### config.mk
export PLATFORM = sky130hd
export DESIGN_NAME = idw_top
export DESIGN_NICKNAME = d
export VERILOG_FILES = /design/src/design/idw_pkg.sv /design/src/design/idw_cap_calc.sv /design/src/design/idw_word_mux.sv /design/src/design/idw_top.sv
export VERILOG_INCLUDE_DIRS = /design/src /design/src/design
export SDC_FILE = /design/constraint.sdc
export NUM_CORES = 1
export LEC_CHECK = 0
export BUFFER_PORTS_ARGS = -buffer_cell sky130_fd_sc_hd__buf_2
export CAP_MARGIN = 20
export CORE_ASPECT_RATIO = 0.7
export CORE_MARGIN = 3
export CORE_UTILIZATION = 30
export CTS_CLUSTER_DIAMETER = 80
export DETAILED_ROUTE_END_ITERATION = 8
export RECOVER_POWER = 50
export SLEW_MARGIN = 20
export SYNTH_ARGS = -nofsm -noshare
export SYNTH_HDL_FRONTEND = slang
export SYNTH_SLANG_ARGS = --single-unit
### constraint.sdc
create_clock -name core_clk -period 9 [get_ports core_clk]
set_input_delay 1.35 -clock core_clk [delete_from_list [all_inputs] [get_ports core_clk]]
set_output_delay 1.35 -clock core_clk [all_outputs]
set_load 0.05 [all_outputs]
### src/design/idw_defs.svh
// Offsets, field positions, reset values and fixed word contents
// Assumes inclusion by bare name from the identify word design files
`ifndef IDW_DEFS_SVH
`define IDW_DEFS_SVH

// ----------------------------------------
// Command and sector
// ----------------------------------------
`define IDW_CMD_IDENTIFY 8'hec
`define IDW_SECTOR_WORDS 256
`define IDW_LAST_IDX 8'hff

// ----------------------------------------
// APB register offsets
// ----------------------------------------
`define IDW_OFF_CTRL 8'h00
`define IDW_OFF_GEOM 8'h04
`define IDW_OFF_SPT 8'h08
`define IDW_OFF_CURCAP 8'h0c
`define IDW_OFF_MULT 8'h10
`define IDW_OFF_NATLO 8'h14
`define IDW_OFF_NATHI 8'h18
`define IDW_OFF_DMAACT 8'h1c
`define IDW_OFF_SATAEN 8'h20
`define IDW_OFF_STATUS 8'h24

// ----------------------------------------
// Field positions
// ----------------------------------------
`define IDW_CTRL_STD_BIT 0
`define IDW_CTRL_GEN2_BIT 1
`define IDW_MULT_VALID_BIT 8
`define IDW_W49_STD_BIT 13
`define IDW_W76_GEN2_BIT 2

// ----------------------------------------
// Reset values
// ----------------------------------------
`define IDW_RST_CTRL 2'h3
`define IDW_RST_SATAEN 16'h0040
`define IDW_SATAEN_MASK 16'h005e

// ----------------------------------------
// Word indices and fixed contents
// ----------------------------------------
`define IDW_W49_BASE 16'h0f00
`define IDW_W50 16'h4000
`define IDW_W51 16'h0200
`define IDW_W52 16'h0200
`define IDW_W53 16'h0007
`define IDW_W62 16'h0000
`define IDW_W63_MODES 8'h07
`define IDW_W64 16'h0003
`define IDW_CYCLE_NS 16'h0078
`define IDW_W75 16'h001f
`define IDW_W76_BASE 16'h1702
`define IDW_W78 16'h005e
`define IDW_W80 16'h01fc
`define IDW_W81 16'h0029
`define IDW_RSV 16'h0000
`define IDW_CAP_LIMIT 48'h00000fffffff
`define IDW_CAP_SAT 32'h00ffffff

`endif

### src/design/idw_pkg.sv
// Types shared by the identify capability word block
// Assumes idw_defs.svh sits on the include path
package idw_pkg;

  typedef enum logic [2:0] {
    IDW_IDLE = 3'b001,
    IDW_SEND = 3'b010,
    IDW_DRAIN = 3'b100
  } idw_state_t;

  typedef struct packed {
    idw_state_t st;
    logic [7:0] idx;
    logic out_valid;
    logic [15:0] out_data;
    logic [7:0] out_idx;
    logic done;
    logic [15:0] sent_cnt;
    logic [1:0] ctrl;
    logic [15:0] cyl;
    logic [15:0] heads;
    logic [15:0] spt;
    logic [31:0] cur_cap;
    logic [8:0] mult;
    logic [47:0] native;
    logic [7:0] dma_act;
    logic [15:0] sata_en;
    logic [31:0] prdata;
    logic pslverr;
  } idw_regs_t;

endpackage

### src/design/idw_cap_calc.sv
// Saturating user capacity from the native maximum address
// Assumes a plain combinational context
`timescale 1ns/1ps
`include "idw_defs.svh"
module idw_cap_calc (
  // Native maximum address
  input wire logic [47:0] native_max,
  // Reported capacity
  output logic [31:0] user_cap
);

  // ----------------------------------------
  // Saturation
  // ----------------------------------------
  always_comb begin
    if (native_max > `IDW_CAP_LIMIT) begin
      user_cap = `IDW_CAP_SAT;
    end else begin
      user_cap = native_max[31:0];
    end
  end

endmodule

### src/design/idw_word_mux.sv
// Content of each identify word from its index and configuration
// Assumes all inputs come from registers on the core clock
`timescale 1ns/1ps
`include "idw_defs.svh"
module idw_word_mux (
  // Word select
  input wire logic [7:0] word_idx,
  // Configuration
  input wire logic std_timer,
  input wire logic gen2,
  input wire logic [15:0] cyl,
  input wire logic [15:0] heads,
  input wire logic [15:0] spt,
  input wire logic [31:0] cur_cap,
  input wire logic [8:0] mult,
  input wire logic [31:0] user_cap,
  input wire logic [7:0] dma_act,
  input wire logic [15:0] sata_en,
  // Word content
  output logic [15:0] word_data
);

  // ----------------------------------------
  // Word table
  // ----------------------------------------
  always_comb begin
    case (word_idx)
      8'd49: begin
        word_data = `IDW_W49_BASE;
        word_data[`IDW_W49_STD_BIT] = std_timer;
      end
      8'd50: word_data = `IDW_W50;
      8'd51: word_data = `IDW_W51;
      8'd52: word_data = `IDW_W52;
      8'd53: word_data = `IDW_W53;
      8'd54: word_data = cyl;
      8'd55: word_data = heads;
      8'd56: word_data = spt;
      8'd57: word_data = cur_cap[15:0];
      8'd58: word_data = cur_cap[31:16];
      8'd59: word_data = {7'h00, mult};
      8'd60: word_data = user_cap[15:0];
      8'd61: word_data = user_cap[31:16];
      8'd62: word_data = `IDW_W62;
      8'd63: word_data = {dma_act, `IDW_W63_MODES};
      8'd64: word_data = `IDW_W64;
      8'd65, 8'd66, 8'd67, 8'd68: word_data = `IDW_CYCLE_NS;
      8'd75: word_data = `IDW_W75;
      8'd76: begin
        word_data = `IDW_W76_BASE;
        word_data[`IDW_W76_GEN2_BIT] = gen2;
      end
      8'd78: word_data = `IDW_W78;
      8'd79: word_data = sata_en & `IDW_SATAEN_MASK;
      8'd80: word_data = `IDW_W80;
      8'd81: word_data = `IDW_W81;
      default: word_data = `IDW_RSV;
    endcase
  end

endmodule

### src/design/idw_top.sv
// Identify capability words 49..81 with APB configuration
// Assumes command and word consumer run on core_clk
//
// The register offsets and the APB slave port are this design's own decisions.
`timescale 1ns/1ps
`include "idw_defs.svh"
module idw_top #(
  parameter int PADDR_W = 8,
  parameter int SECTOR_WORDS = `IDW_SECTOR_WORDS
) (
  // Clock and reset
  input wire logic core_clk,
  input wire logic sys_rst,
  // APB slave
  input wire logic psel,
  input wire logic penable,
  input wire logic pwrite,
  input wire logic [PADDR_W-1:0] paddr,
  input wire logic [31:0] pwdata,
  output logic [31:0] prdata,
  output logic pready,
  output logic pslverr,
  // Command input
  input wire logic cmd_valid,
  input wire logic [7:0] cmd_opcode,
  output logic cmd_ready,
  // Word stream out
  output logic word_valid,
  input wire logic word_ready,
  output logic [7:0] word_index,
  output logic [15:0] word_data,
  output logic sector_done
);
  import idw_pkg::*;

  // ----------------------------------------
  // Parameter checks
  // ----------------------------------------
  if (SECTOR_WORDS != `IDW_SECTOR_WORDS) begin : g_chk_words
    $error("idw_top: sector length must be 256 words");
  end
  if (PADDR_W < 8) begin : g_chk_addr
    $error("idw_top: PADDR_W must cover the 8-bit register offsets");
  end

  localparam idw_regs_t RST = '{
    st: IDW_IDLE, idx: 8'h00, out_valid: 1'b0, out_data: 16'h0000,
    out_idx: 8'h00, done: 1'b0, sent_cnt: 16'h0000,
    ctrl: `IDW_RST_CTRL, cyl: 16'h0000, heads: 16'h0000, spt: 16'h0000,
    cur_cap: 32'h00000000, mult: 9'h000, native: 48'h000000000000,
    dma_act: 8'h00, sata_en: `IDW_RST_SATAEN, prdata: 32'h00000000,
    pslverr: 1'b0
  };

  idw_regs_t r_reg;
  idw_regs_t r_next;
  logic [31:0] user_cap;
  logic [15:0] cur_word;
  logic [7:0] off;
  logic acc;
  logic wr_en;
  logic rd_setup;

  // ----------------------------------------
  // Content generation
  // ----------------------------------------
  idw_cap_calc u_cap (
    .native_max(r_reg.native),
    .user_cap(user_cap)
  );

  idw_word_mux u_mux (
    .word_idx(r_reg.idx),
    .std_timer(r_reg.ctrl[`IDW_CTRL_STD_BIT]),
    .gen2(r_reg.ctrl[`IDW_CTRL_GEN2_BIT]),
    .cyl(r_reg.cyl),
    .heads(r_reg.heads),
    .spt(r_reg.spt),
    .cur_cap(r_reg.cur_cap),
    .mult(r_reg.mult),
    .user_cap(user_cap),
    .dma_act(r_reg.dma_act),
    .sata_en(r_reg.sata_en),
    .word_data(cur_word)
  );

  // ----------------------------------------
  // Register read decode
  // ----------------------------------------
  function automatic logic [32:0] rd_mux(input logic [7:0] a, input idw_regs_t s);
    case (a)
      `IDW_OFF_CTRL: rd_mux = {1'b1, 30'h0, s.ctrl};
      `IDW_OFF_GEOM: rd_mux = {1'b1, s.heads, s.cyl};
      `IDW_OFF_SPT: rd_mux = {1'b1, 16'h0000, s.spt};
      `IDW_OFF_CURCAP: rd_mux = {1'b1, s.cur_cap};
      `IDW_OFF_MULT: rd_mux = {1'b1, 23'h0, s.mult};
      `IDW_OFF_NATLO: rd_mux = {1'b1, s.native[31:0]};
      `IDW_OFF_NATHI: rd_mux = {1'b1, 16'h0000, s.native[47:32]};
      `IDW_OFF_DMAACT: rd_mux = {1'b1, 24'h0, s.dma_act};
      `IDW_OFF_SATAEN: rd_mux = {1'b1, 16'h0000, s.sata_en};
      `IDW_OFF_STATUS: rd_mux = {1'b1, s.sent_cnt, 13'h0, s.st};
      default: rd_mux = 33'h000000000;
    endcase
  endfunction

  assign off = paddr[7:0];
  assign acc = r_reg.out_valid && word_ready;
  assign wr_en = psel && penable && pwrite;
  assign rd_setup = psel && !penable;

  // ----------------------------------------
  // Next state
  // ----------------------------------------
  always_comb begin
    logic [32:0] rd;
    rd = rd_mux(off, r_reg);
    r_next = r_reg;
    r_next.done = 1'b0;
    if (acc) begin
      r_next.out_valid = 1'b0;
    end
    case (r_reg.st)
      IDW_IDLE: begin
        if (cmd_valid && cmd_opcode == `IDW_CMD_IDENTIFY) begin
          r_next.st = IDW_SEND;
          r_next.idx = 8'h00;
        end
      end
      IDW_SEND: begin
        if (!r_reg.out_valid || word_ready) begin
          r_next.out_valid = 1'b1;
          r_next.out_data = cur_word;
          r_next.out_idx = r_reg.idx;
          r_next.idx = r_reg.idx + 8'h01;
          if (r_reg.idx == `IDW_LAST_IDX) begin
            r_next.st = IDW_DRAIN;
          end
        end
      end
      IDW_DRAIN: begin
        if (acc) begin
          r_next.st = IDW_IDLE;
          r_next.done = 1'b1;
          r_next.sent_cnt = r_reg.sent_cnt + 16'h0001;
        end
      end
      default: r_next.st = IDW_IDLE;
    endcase
    if (rd_setup) begin
      r_next.prdata = pwrite ? 32'h00000000 : rd[31:0];
      r_next.pslverr = !rd[32];
    end
    if (wr_en) begin
      case (off)
        `IDW_OFF_CTRL: r_next.ctrl = pwdata[1:0];
        `IDW_OFF_GEOM: begin
          r_next.cyl = pwdata[15:0];
          r_next.heads = pwdata[31:16];
        end
        `IDW_OFF_SPT: r_next.spt = pwdata[15:0];
        `IDW_OFF_CURCAP: r_next.cur_cap = pwdata;
        `IDW_OFF_MULT: r_next.mult = pwdata[8:0];
        `IDW_OFF_NATLO: r_next.native[31:0] = pwdata;
        `IDW_OFF_NATHI: r_next.native[47:32] = pwdata[15:0];
        `IDW_OFF_DMAACT: r_next.dma_act = pwdata[7:0];
        `IDW_OFF_SATAEN: r_next.sata_en = pwdata[15:0] & `IDW_SATAEN_MASK;
        default: r_next.ctrl = r_reg.ctrl;
      endcase
    end
  end

  always_ff @(posedge core_clk or posedge sys_rst) begin
    if (sys_rst) begin
      r_reg <= RST;
    end else begin
      r_reg <= r_next;
    end
  end

  // ----------------------------------------
  // Outputs
  // ----------------------------------------
  assign pready = psel && penable;
  assign prdata = r_reg.prdata;
  assign pslverr = pready && r_reg.pslverr;
  assign cmd_ready = (r_reg.st == IDW_IDLE);
  assign word_valid = r_reg.out_valid;
  assign word_index = r_reg.out_idx;
  assign word_data = r_reg.out_data;
  assign sector_done = r_reg.done;

  logic [31:0] cap_exp;
  assign cap_exp = (r_reg.native > `IDW_CAP_LIMIT) ? `IDW_CAP_SAT : r_reg.native[31:0];
endmodule

Word-level counts from Yosys, hierarchy flattened
Cells that the tools add are included.
- register bits after elaboration: 238
- output and inout bits: 61
- logic and storage cells: 106
- input bits: 55
- mux-type cells: 14
- $lt $le $gt $ge: 1
- equal/unequal tests: 43
- add/sub/neg operators: 2
- reduce and logical (&&, ||, !) cells: 27
- operators by type and width (operator ; number):
    16-bit case mux with 21 select lines ; 1
    33-bit case mux with 10 select lines ; 1
    8-bit by 6-bit equality test with 1-bit output (second input constant) ; 16
    8-bit by 7-bit equality test with 1-bit output (second input constant) ; 11
    32-bit 2-to-1 mux ; 2
    48-bit by 28-bit greater-than comparator with 1-bit output (second input constant) ; 1
    36-bit 2-to-1 mux ; 1
    17-bit 2-to-1 mux ; 2
    8-bit by 5-bit equality test with 1-bit output (second input constant) ; 4
    25-bit 2-to-1 mux ; 1
    2-bit AND reduction ; 11
    16-bit by 1-bit adder with 16-bit output (second input constant) ; 1
    8-bit by 4-bit equality test with 1-bit output (second input constant) ; 2
    8-bit equality test (second input constant) ; 2
    8-bit case mux with 2 select lines ; 1
    11-bit 2-to-1 mux ; 1
    3-bit case mux with 3 select lines ; 1
    8-bit by 1-bit adder with 8-bit output (second input constant) ; 1
    8-bit by 3-bit equality test with 1-bit output (second input constant) ; 1
    8-bit zero test ; 1
    1-bit logical AND ; 6
    3-bit 2-to-1 mux ; 2
    2-bit != test (second input constant) ; 3
    4-bit AND reduction ; 1
    other kinds (11) ; 13

Depth between registers and ports, before layout
Gate-level depths: netlist of run 1.
- depth after elaboration: 5
- mapped depth: 10
- mapped depth without buffers: 8

Hierarchy
A second synthesis of run 1 with hierarchy kept.
- cells, all modules: 1283
- area total of the unflattened synthesis: 13237.7 um^2
- by module, submodules not included (module ; cells an instance ; instances ; seq. area each (um^2) ; area each (um^2)):
    idw_top ; 957 ; 1 ; 5960.7 ; 11041.8
    idw_word_mux ; 250 ; 1 ; 0.0 ; 1744.2
    idw_cap_calc ; 76 ; 1 ; 0.0 ; 451.7

Least setup slack after synthesis of run 1
OpenSTA, ideal clock, no wires.
- path type: register to output
- start point: register r_reg[246] in the netlist's numbering
- end point: output port cmd_ready
- stages on the path, launching flop included: 3
- data required time: 7650 ps
- data arrival time: 1891 ps
- slack: 5759 ps
- buffers on the path: 1
- path through: dfstp_2 buf_2 nor3b_1
- longest elaborated chain between the ends: 1
- RTL lines (item ; RTL line ; text):
    start, declared ; idw_top.sv:55 ; idw_regs_t r_reg;
    start signal, assigned ; idw_top.sv:176 ; r_reg <= r_next;
    3-bit by 1-bit equality test with 1-bit output ; idw_top.sv:186 ; assign cmd_ready = (r_reg.st == IDW_IDLE);
    end, declared ; idw_top.sv:26 ; output logic cmd_ready,
Every way passes these cells.

==> Flow_metrics.wiki, run 1 <==
{| class="wikitable"
! Metric !! Value
|-
| TritonCTS Buffers || 26
|-
| Number of synthesized register bits || about 240
|-
| Initial Utilization || 0.3055
|-
| Worst-path maximum fanout || just under 100
|-
| Worst min-delay path class || reg -> reg
|-
| Most area-hungry cell type in the Yosys netlist || dfrtp_1
|-
| Largest net degree at the start of global routing || 98
|-
| Worst EP required || 9.30 ns
|-
| Count of input and output buffers || 115
|-
| Post-layout min period || approximately 5.5 ns
|-
| Standard cell core area || around 0.04 mm2
|-
| Total wire length after detailed routing || about 45,000 um
|-
| Buffer depth of the longest clock path || 3
|-
| Run status || complete, but fails checks
|-
| Critical path endpoint category || asynchronous set/reset pin
|-
| Total vias in the final route || around 10,000
|-
| Global Route Usage Sum || 0.2059
|-
| Net Count, Synth || ~1,200
|-
| Worst slack at placement || around 4.1 ns
|-
| Row count || slightly above 60
|-
| Gate Count Post-Synth || between 1,000 and 1,500
|-
| Lkg Pwr || around 6.1 nW
|-
| Initial antenna violation count || 2
|-
| Average vias per placed instance || about 5.8
|-
| Cell with the largest stage delay on the worst path || clkinvlp_2
|-
| CTS tree || built
|-
| Total of hold buffers inserted after clock tree synthesis || 0
|-
| Clock transition at the registers of the reported paths || 0.07 ns
|-
| Setup violations, final || 0
|-
| Cell Chain, Critical Path || buf_2, clkinvlp_2, clkbuf_2
|-
| Stage delay of the slowest cell on the critical path || between 2 and 3 ns
|-
| Clock skew after layout || roughly 0.013 ns
|-
| Unrepaired setup endpoints after global routing || no
|-
| Final core utilization || 0.3399
|-
| Distinct cells, synth || 74
|-
| Worst setup SP type || input port
|-
| Cell types with the highest counts after synthesis || 234 x dfrtp_1, 96 x mux2_1, 94 x nand2_1
|-
| Fin. Hold Viols || 0
|-
| Chip height || around 170 um
|-
| Post-detailed-route wirelength per cell || approximately 27 um
|-
| Area delta synth->final || 11.23%
|-
| Kind of critical path || in -> async
|-
| Clock latency reported for the late side of the worst-skew pair || between 0.5 and 0.6 ns
|-
| Post-cts sizing count || 0
|-
| Most frequent cell after synthesis || dfrtp_1
|-
| Proportion of synthesized chip area in sequential cells || 0.4897
|-
| Drt drc || 0
|-
| Fin Hold WS || 0.4760 ns
|-
| Vias in the first global route || between 9,000 and 10,000
|-
| TritonCTS Sinks || 238
|-
| Die span in x || roughly 250 um
|-
| Filler instances || 4,050
|-
| Final slew viol count || about 230
|-
| Warnings, synthesis || 0
|-
| Remaining antenna violation count after routing || 0
|-
| Power per unit of standard cell area || 171.7 mW/mm2
|-
| Largest register FFs || 180
|-
| Number of setup buffers added after CTS || 0
|-
| Portion of the clock cycle consumed by the worst path in the final layout || 0.6127
|-
| Die outline area || about 0.043 mm2
|-
| Post-route setup slack || 3.486 ns
|-
| Summed instance area of the synthesized netlist || roughly 0.012 mm2
|-
| Post-layout instance area || 0.01354 mm2
|-
| Highest clock frequency the design can meet || between 150 and 200 MHz
|-
| Initial drt markers || ~1,600
|-
| Number of top-level design ports || ~120
|-
| Area after DPL || about 0.013 mm2
|-
| GR Overflow Total || 0
|-
| Violated checks || capacitance limit, slew limit
|-
| Avg Synthesized Cell Area || 11.06 um2
|-
| Number of maximum-capacitance violations || 5
|-
| DR pass1 iterations || 7
|-
| Most area-consuming cells after synthesis || dfrtp_1 48%, mux2_1 8.9%, mux2_2 5.7%
|-
| Setup total negative slack || 0 ns
|-
| Antenna diode count || 0
|-
| Headroom to the max-slew limit || -2.122
|-
| Master cell of the clock root buffer || clkbuf_16
|-
| Total number of nets in the final design || 1,188
|-
| Slew at the pin closest to its max-slew limit || between 4 and 5 ns
|-
| First-pass GRT wire length || around 66,000 um
|-
| H-Tree Level Count || 1
|-
| Data arrival time of the critical path || roughly 5.8 ns
|-
| Number of enable flip-flop cells after synthesis || 0
|-
| Proportion of register bits with asynchronous set or reset after synthesis || 1.000
|-
| DPL Wire Length || around 32,000 um
|-
| Primary FF master, synth || dfrtp_1
|-
| Final GP Congestion || 1.025
|-
| Peak supply drop || 0.0001521 V
|-
| Share of final-layout standard cells stronger than drive strength 1 || 0.1821
|-
| Yosys top cell area share || 0.4810
|}
==> final cells by class <==
cell class / instances / area [um2] / area share
Multi-Input combinational cell: 721 / 5390 / 0.3981
Sequential cell: 238 / 5961 / 0.4402
Inverter: 9 / 35.03 / 0.002587
Clock inverter: 16 / 147.6 / 0.01090
Timing Repair Buffer: 132 / 623.1 / 0.04602
Clock buffer: 32 / 714.4 / 0.05276
Tap cell: 535 / 669.4 / 0.04944
==> through the flow <==
step	power, mW	instances
2_1_floorplan	1.183	1101
3_3_place_gp	1.246	1635
3_5_place_dp	1.248	1635
4_1_cts	2.335	1683
5_1_grt	2.398	1683
6_report	2.325	1683
==> where the power goes <==
group / switching (mW) / total [mW] / internal (mW)
Clock: 0.468 / 1.09 / 0.625
Combinational: 0.0980 / 0.131 / 0.0334
Sequential: 0.0166 / 1.10 / 1.08
Total: 0.583 / 2.32 / 1.74
==> cell families (layout without fill, tap and decap cells) <==
| logic type | count (synthesis) | after routing | synth area share |
|---|---|---|---|
| AOI/OAI and AO/OA | 277 | 277 | 0.1602 |
| and+or+nand+nor | 250 | 250 | 0.1053 |
| DFF | 238 | 238 | 0.4897 |
| muxes | 173 | 173 | 0.1616 |
| buffers and inverters | 142 | 189 | 0.06660 |
| xor gates and xnor gates | 16 | 16 | 0.01151 |
| adders and majority gates | 5 | 5 | 0.005139 |
==> path summary, 6_finish.rpt <==
path | slack [ns] | cells past startpoint | from | endpoint
max in group core_clk | 3.56 | 6 | paddr[5] | r_reg[166]
worst min register to register | 0.48 | 2 | word_index[6] | word_index[6]
worst max-delay path | 3.49 | 3 | sys_rst | r_reg[67]
min in group asynchronous | 2.23 | 2 | sys_rst | r_reg[107]
worst min-delay path | 0.48 | 2 | word_index[6] | word_index[6]
worst max register to register | 5.55 | 8 | r_reg[238] | word_data[3]
==> layout by cell type, fill, tap and decap left out, drive strengths merged, types with 5 or more instances in the layout <==
cell / n
dfrtp: 234
mux2: 158
nand2: 99
clkbuf: 93
buf: 71
o21ai: 70
nor2: 46
a21oi: 34
a22oi: 33
a222oi: 30
nand3: 26
a21o: 23
a31oi: 14
nor3: 14
a22o: 13
a221oi: 13
xnor2: 12
mux2i: 12
nand4: 11
o22ai: 11
inv: 11
clkinv: 10
nor2b: 9
and3: 8
nand2b: 8
nor4: 7
a211oi: 6
and4: 5
ha: 5
o31ai: 5
==> per-layer routing <==
metal / vias to the layer above / global-route usage / part of all wire
li1: 4116 / - / -
met1: 5010 / 0.3144 / 0.46
met2: 563 / 0.2759 / 0.40
met3: 56 / 0.07587 / 0.12
met4: 4 / 0.03715 / 0.019
met5: - / 0 / 0.00051
==> worst max-delay path, delay by kind of cell <==
kind                   cells  cell delay (ns)
buffers and inverters      3             4.36
(Power assumes the default switching activity.)
==> run 2, diff against run 1 <==
==> constraint.sdc (replaced) <==
create_clock -name core_clk -period 5.31 [get_ports core_clk]
set_input_delay 0.7965 -clock core_clk [delete_from_list [all_inputs] [get_ports core_clk]]
set_output_delay 0.7965 -clock core_clk [all_outputs]
set_load 0.05 [all_outputs]
==> Flow_metrics.wiki, run 2 (synthesized netlist as in run 1, its figures left out) <==
{| class="wikitable"
! Metric !! Value
|-
| Run status || complete, but fails checks (unchanged)
|-
| Violated checks || capacitance limit, slew limit (unchanged)
|-
| Initial antenna violation count || 1 (was 2)
|-
| Area delta synth->final || 11.85% (was 11.23%)
|-
| Portion of the clock cycle consumed by the worst path in the final layout || 0.6134
|-
| Die outline area || 0.04307 mm2 (unchanged)
|-
| Worst min-delay path class || reg -> reg (unchanged)
|-
| Total of hold buffers inserted after clock tree synthesis || 0 (unchanged)
|-
| Worst-path maximum fanout || 32 (was 97)
|-
| Share of final-layout standard cells stronger than drive strength 1 || 0.2186 (was 0.1821)
|-
| Count of input and output buffers || 115 (unchanged)
|-
| Kind of critical path || reg -> reg (was in -> async)
|-
| Most frequent cells in the layout || 234 x dfrtp_1, 102 x buf_2, 96 x mux2_1 (was 234 x dfrtp_1, 96 x mux2_1, 94 x nand2_1)
|-
| Number of maximum-capacitance violations || 3 (was 5)
|-
| Clock latency reported for the late side of the worst-skew pair || 0.55 ns (about the same)
|-
| Fin. Hold Viols || 0 (unchanged)
|-
| Total wire length after detailed routing || 44,300 um (was 44,710 um)
|-
| Peak supply drop || 0.0002085 V (was 0.0001521 V)
|-
| Total number of nets in the final design || 1,190 (was 1,188)
|-
| Net Switching || 0.9508 mW (was 0.5831 mW)
|-
| Headroom to the max-slew limit || -0.2669 (was -2.122)
|-
| First-pass GRT wire length || 64,350 um (was 65,770 um)
|-
| Clock skew after layout || 0.02541 ns (was 0.01286 ns)
|-
| Largest net degree at the start of global routing || 146 (was 98)
|-
| Number of top-level design ports || 116 (unchanged)
|-
| GR Overflow Total || 0 (unchanged)
|-
| Worst EP required || 5.72 ns (was 9.30 ns)
|-
| Post-detailed-route wirelength per cell || 26.29 um (was 26.57 um)
|-
| Final GP Congestion || 0.9809 (was 1.025)
|-
| Source of the worst hold timing path || prdata[31] (was word_index[6])
|-
| Worst slack at placement || 1.663 ns (was 4.141 ns)
|-
| Final core utilization || 0.3418 (was 0.3399)
|-
| CTS tree || built (unchanged)
|-
| Lkg Pwr || 6.301 nW (was 6.124 nW)
|-
| Final slew viol count || 116 (was 232)
|-
| Total vias in the final route || 9,627 (was 9,749)
|-
| Stage delay of the slowest cell on the critical path || 1.22 ns (was 2.57 ns)
|-
| Master cell of the clock root buffer || clkbuf_16 (unchanged)
|-
| Initial drt markers || 1,338 (was 1,582)
|-
| WHS Endpoint || prdata[31] (was word_index[6])
|-
| Placed insts || 1,638 (was 1,635)
|-
| Highest clock frequency the design can meet || ~300 MHz
|-
| Post-layout min period || between 3 and 4 ns
|-
| Count of cells along the worst register-to-register path || 6 (was 8)
|-
| Average vias per placed instance || 5.713 (was 5.793)
|-
| Part of the total power dissipated in combinational logic || 0.056 (was 0.057)
|-
| Die span in x || 246.8 um (unchanged)
|-
| Post-route setup slack || 2.053 ns (was 3.486 ns)
|-
| Fin Hold WS || 0.4734 ns (was 0.4760 ns)
|-
| Buffer depth of the longest clock path || 3 (unchanged)
|-
| Part of the power in registers || 0.477 (was 0.473)
|-
| Slew at the pin closest to its max-slew limit || 1.874 ns (was 4.657 ns)
|-
| Row count || 61 (unchanged)
|-
| Vias in the first global route || 9,181 (was 9,301)
|-
| Clock transition at the registers of the reported paths || 0.07 ns (about the same)
|-
| Area after DPL || 0.01281 mm2 (was 0.01279 mm2)
|-
| Critical path endpoint category || flip-flop (was asynchronous set/reset pin)
|-
| Unrepaired setup endpoints after global routing || no (unchanged)
|-
| Chip height || 174.5 um (unchanged)
|-
| Commonest non-fill, non-tap cell in the layout || dfrtp_1 (unchanged)
|-
| Standard cell core area || 0.03984 mm2 (unchanged)
|-
| Worst reg2reg path startpoint || r_reg[246] (was r_reg[238])
|-
| Switching Fraction || 0.2432 (was 0.2509)
|-
| Post-layout instance area || 0.01362 mm2 (was 0.01354 mm2)
|-
| DPL Wire Length || 32,190 um (was 31,800 um)
|-
| Cells on Worst Hold Path || 1 (was 2)
|-
| Setup total negative slack || 0 ns (unchanged)
|-
| Pwr Total || 3.910 mW (was 2.325 mW)
|-
| Power per unit of standard cell area || 287.2 mW/mm2 (was 171.7 mW/mm2)
|-
| Worst reg2reg endpoint || word_data[8] (was word_data[3])
|-
| Cell Count, Final, Fillers Out || 1,685 (was 1,683)
|-
| Cell Chain, Critical Path || nand2b_1, nor3_1, clkbuf_1, nand3_1, a311oi_1, a41oi_1 (was buf_2, clkinvlp_2, clkbuf_2)
|-
| Post-cts sizing count || 0 (unchanged)
|-
| Drt drc || 0 (unchanged)
|-
| H-Tree Level Count || 1 (unchanged)
|-
| Data arrival time of the critical path || 3.67 ns (was 5.81 ns)
|-
| Worst setup SP type || flip-flop (was input port)
|-
| TritonCTS Sinks || 238 (unchanged)
|-
| DR pass1 iterations || 7 (unchanged)
|-
| R2r setup slk || 2.05 ns (was 5.55 ns)
|-
| Cell with the largest stage delay on the worst path || clkbuf_1 (was clkinvlp_2)
|-
| Pint || 2.959 mW (was 1.741 mW)
|-
| Number of setup buffers added after CTS || 0 (unchanged)
|-
| Clock group share of total power || 0.467 (was 0.471)
|-
| Largest register FFs || 180 (unchanged)
|-
| Initial Utilization || 0.3055 (unchanged)
|-
| Remaining antenna violation count after routing || 0 (unchanged)
|-
| Global Route Usage Sum || 0.2025 (was 0.2059)
|-
| TritonCTS Buffers || 25 (was 26)
|-
| Setup violations, final || 0 (unchanged)
|}
-- run 2: cell count changes in the layout (fill, tap and decap cells not counted), moves of 2 or more --
cell	before	now
clkinv_2	9	6
clkbuf_16	27	25
clkbuf_1	63	20
buf_2	56	102
inv_6	3	1
clkbuf_8	2	4
diode_2	0	2
-- run 2: worst max path at each step --
stage / startpoint / end / cells past startpoint
finish: r_reg[246] / word_data[8] / 6
global route: r_reg[246] / r_reg[211] / 5
CTS: r_reg[104] / word_data[1] / 6
detailed placement: paddr[1] / r_reg[155] / 6
global placement: paddr[1] / r_reg[146] / 6
floorplan: sys_rst / prdata[0] / 1
-- run 2: power by group through the flow --
stage	Clock (mW)	Sequential, mW	Combinational (mW)
5_1_grt	1.93	1.86	0.239
2_1_floorplan	0	1.88	0.126
4_1_cts	1.86	1.86	0.219
3_5_place_dp	0	1.90	0.219
6_report	1.83	1.86	0.219
3_3_place_gp	0	1.89	0.216
-- run 2: per-layer routing --
layer	up-vias	routed length, um	global-route usage
met5	-	7	0
met4	2	863	0.04106
met3	69	5648	0.07355
met2	567	17090	0.2619
met1	4880	20690	0.3160
li1	4109	-	-
-- run 2: cell type report --
type                    count  area [um2]
clock buffers              34       699.4
fillers                  4041       26230
inverters                   9       35.03
repair buffers            135       711.9
flip-flops and latches    238        5961
diodes                      2       5.005
clock inverters            11       137.6
multi-input cells         721        5396
well taps                 535       669.4
-- run 2: worst max-delay path, delay by kind of cell (launching register included) --
family / cells / cell delay, ns
buffers and inverters: 1 / 1.22
AOI/OAI and AO/OA: 2 / 0.54
and+or+nand+nor: 3 / 0.81
DFF: 1 / 0.53
==> run 3, diff against run 2 <==
==> constraint.sdc (replaced) <==
create_clock -name core_clk -period 2.7 [get_ports core_clk]
set_input_delay 0.405 -clock core_clk [delete_from_list [all_inputs] [get_ports core_clk]]
set_output_delay 0.405 -clock core_clk [all_outputs]
set_load 0.05 [all_outputs]
==> Flow_metrics.wiki, run 3 (synthesized netlist as in run 1, its figures left out) <==
{| class="wikitable"
! Metric !! Value
|-
| Worst EP required || 3.12 ns (was 5.72 ns)
|-
| Number of setup buffers added after CTS || 0 (unchanged)
|-
| Worst reg2reg endpoint || word_data[12] (was word_data[8])
|-
| Data arrival time of the critical path || 2.94 ns (was 3.67 ns)
|-
| Number of maximum-capacitance violations || 0 (was 3)
|-
| CTS tree || built (unchanged)
|-
| Total number of nets in the final design || 1,258 (was 1,190)
|-
| DPL Wire Length || 35,050 um (was 32,190 um)
|-
| Count of cells along the worst register-to-register path || 8 (was 6)
|-
| Placed insts || 1,703 (was 1,638)
|-
| Portion of the clock cycle consumed by the worst path in the final layout || 0.9327 (was 0.6134)
|-
| Largest net degree at the start of global routing || 99 (was 146)
|-
| Total wire length after detailed routing || 45,760 um (was 44,300 um)
|-
| GR Overflow Total || 0 (unchanged)
|-
| Unrepaired setup endpoints after global routing || no (unchanged)
|-
| Cells on Worst Hold Path || 2 (was 1)
|-
| Standard cell core area || 0.03984 mm2 (unchanged)
|-
| Most frequent cells in the layout || 234 x dfrtp_1, 96 x mux2_1, 94 x nand2_1 (was 234 x dfrtp_1, 102 x buf_2, 96 x mux2_1)
|-
| Die span in x || 246.8 um (unchanged)
|-
| Area delta synth->final || 16.62% (was 11.85%)
|-
| Filler instances || 4,034 (was 4,041)
|-
| Number of top-level design ports || 116 (unchanged)
|-
| WHS Endpoint || r_reg[143] (was prdata[31])
|-
| Kind of critical path || reg -> reg (unchanged)
|-
| Run status || completed (was complete, but fails checks)
|-
| Clock skew after layout || 0.01139 ns (was 0.02541 ns)
|-
| Final core utilization || 0.3563 (was 0.3418)
|-
| Highest clock frequency the design can meet || 397.1 MHz (was 307.0 MHz)
|-
| Die outline area || 0.04307 mm2 (unchanged)
|-
| Lkg Pwr || 6.607 nW (was 6.301 nW)
|-
| H-Tree Level Count || 1 (unchanged)
|-
| Final slew viol count || 0 (was 116)
|-
| Worst-path maximum fanout || 18 (was 32)
|-
| Cell Count, Final, Fillers Out || 1,752 (was 1,685)
|-
| Chip height || 174.5 um (unchanged)
|-
| Vias in the first global route || 9,584 (was 9,181)
|-
| Fin. Hold Viols || 0 (unchanged)
|-
| First-pass GRT wire length || 66,910 um (was 64,350 um)
|-
| Worst slack at placement || 0.1478 ns (was 1.663 ns)
|-
| Slew at the pin closest to its max-slew limit || 1.301 ns (was 1.874 ns)
|-
| TritonCTS Buffers || 27 (was 25)
|-
| Remaining antenna violation count after routing || 0 (unchanged)
|-
| Worst reg2reg path startpoint || r_reg[238] (was r_reg[246])
|-
| Fin Hold WS || 0.09813 ns (was 0.4734 ns)
|-
| R2r setup slk || 0.18 ns (was 2.05 ns)
|-
| Peak supply drop || 0.0004041 V (was 0.0002085 V)
|-
| Post-detailed-route wirelength per cell || 26.12 um (was 26.29 um)
|-
| Headroom to the max-slew limit || 0.1328 (was -0.2669)
|-
| Post-route setup slack || 0.1818 ns (was 2.053 ns)
|-
| Worst min-delay path class || in -> reg (was reg -> reg)
|-
| Area of all sequential standard cells || 0.005961 mm2 (unchanged)
|-
| Initial drt markers || 1,355 (was 1,338)
|-
| Count of input and output buffers || 115 (unchanged)
|-
| Initial antenna violation count || 1 (unchanged)
|-
| Area occupied by multi-input gates || 0.005398 mm2 (was 0.005396 mm2)
|-
| Source of the worst hold timing path || pwdata[29] (was prdata[31])
|-
| Power per unit of standard cell area || 560.6 mW/mm2 (was 287.2 mW/mm2)
|-
| Clock latency reported for the late side of the worst-skew pair || 0.55 ns (about the same)
|-
| Row count || 61 (unchanged)
|-
| Largest register FFs || 180 (unchanged)
|-
| Average vias per placed instance || 5.612 (was 5.713)
|-
| Commonest non-fill, non-tap cell in the layout || dfrtp_1 (unchanged)
|-
| Share of final-layout standard cells stronger than drive strength 1 || 0.2514 (was 0.2186)
|-
| Buffer depth of the longest clock path || 3 (unchanged)
|-
| Initial Utilization || 0.3055 (unchanged)
|-
| TritonCTS Sinks || 238 (unchanged)
|-
| Drt drc || 0 (unchanged)
|-
| Setup violations, final || 0 (unchanged)
|-
| Total vias in the final route || 9,832 (was 9,627)
|-
| DR pass1 iterations || 6 (was 7)
|-
| Antenna diode count || 0 (was 2)
|-
| Post-layout min period || 2.518 ns (was 3.257 ns)
|-
| Master cell of the clock root buffer || clkbuf_16 (unchanged)
|-
| Critical path endpoint category || flip-flop (unchanged)
|-
| Final GP Congestion || 0.9871 (was 0.9809)
|-
| Global Route Usage Sum || 0.2103 (was 0.2025)
|-
| Setup total negative slack || 0 ns (unchanged)
|-
| Clock transition at the registers of the reported paths || 0.06 ns (was 0.07 ns)
|-
| Worst setup SP type || flip-flop (unchanged)
|}
## run 3: changes by cell type in the layout (fill, tap and decap cells not counted), sizes merged, moves of 2 or more
| cell | change |
|---|---|
| clkbuf | +12 |
| buf | +51 |
| inv | +2 |
| diode | -2 |
## run 3: how the worst max path moves through the flow
stage,start,end,slack (ns),depth (start not counted)
3_5_place_dp,paddr[7],prdata[5],0.15,8
3_3_place_gp,r_reg[104],word_data[7],0.11,7
5_1_grt,r_reg[238],word_data[12],0.05,8
4_1_cts,r_reg[104],word_data[1],0.16,7
6_report,r_reg[238],word_data[12],0.18,8
2_1_floorplan,sys_rst,prdata[0],-0.82,1
## run 3: power by group
part           total, mW  switching (mW)  internal, mW  leakage, nW
Clock               3.81            1.57          2.24        0.444
Sequential          3.67          0.0664          3.61         3.20
Combinational      0.471           0.322         0.149         2.96
Total               7.96            1.96          6.00         6.61
## run 3: repair_timing
| item | CTS | global route |
|---|---|---|
| hold buffers | 1 | 0 |
| gates resized for setup | 0 | 1 |
| hold endpoints to repair | 14 | 0 |
| endpoints found under the setup margin | 0 | 4 |
## run 3: worst max-delay path, stage by stage (launching register included)
cell      delay, ns
dfrtp_1        0.46
inv_1          0.12
ha_1           0.38
buf_4          0.28
a222oi_1       0.50
nor2_1         0.10
o21ai_0        0.20
o311a_1        0.27
o21ai_1        0.07
## run 3: through the flow
step / instance area (um2) / power [mW]
global route: 14200 / 8.253
global placement: 13350 / 4.206
detailed placement: 13350 / 4.209
floorplan: 12180 / 3.946
CTS: 14270 / 8.040
finish: 14200 / 7.959
## run 3: cell type report
| type | count | area share |
|---|---|---|
| multi-input combinational | 721 | 0.3802 |
| tap | 535 | 0.04715 |
| clock buffer | 32 | 0.04892 |
| timing repair buffer | 201 | 0.08637 |
| inverter | 9 | 0.002468 |
| sequential | 238 | 0.4199 |
| clock inverter | 16 | 0.01498 |
## run 3: metal layers
metal	global-route usage	wire length (um)
met1	0.3310	21990
met2	0.2737	17680
met3	0.07679	5376
met4	0.03177	696
met5	0	11
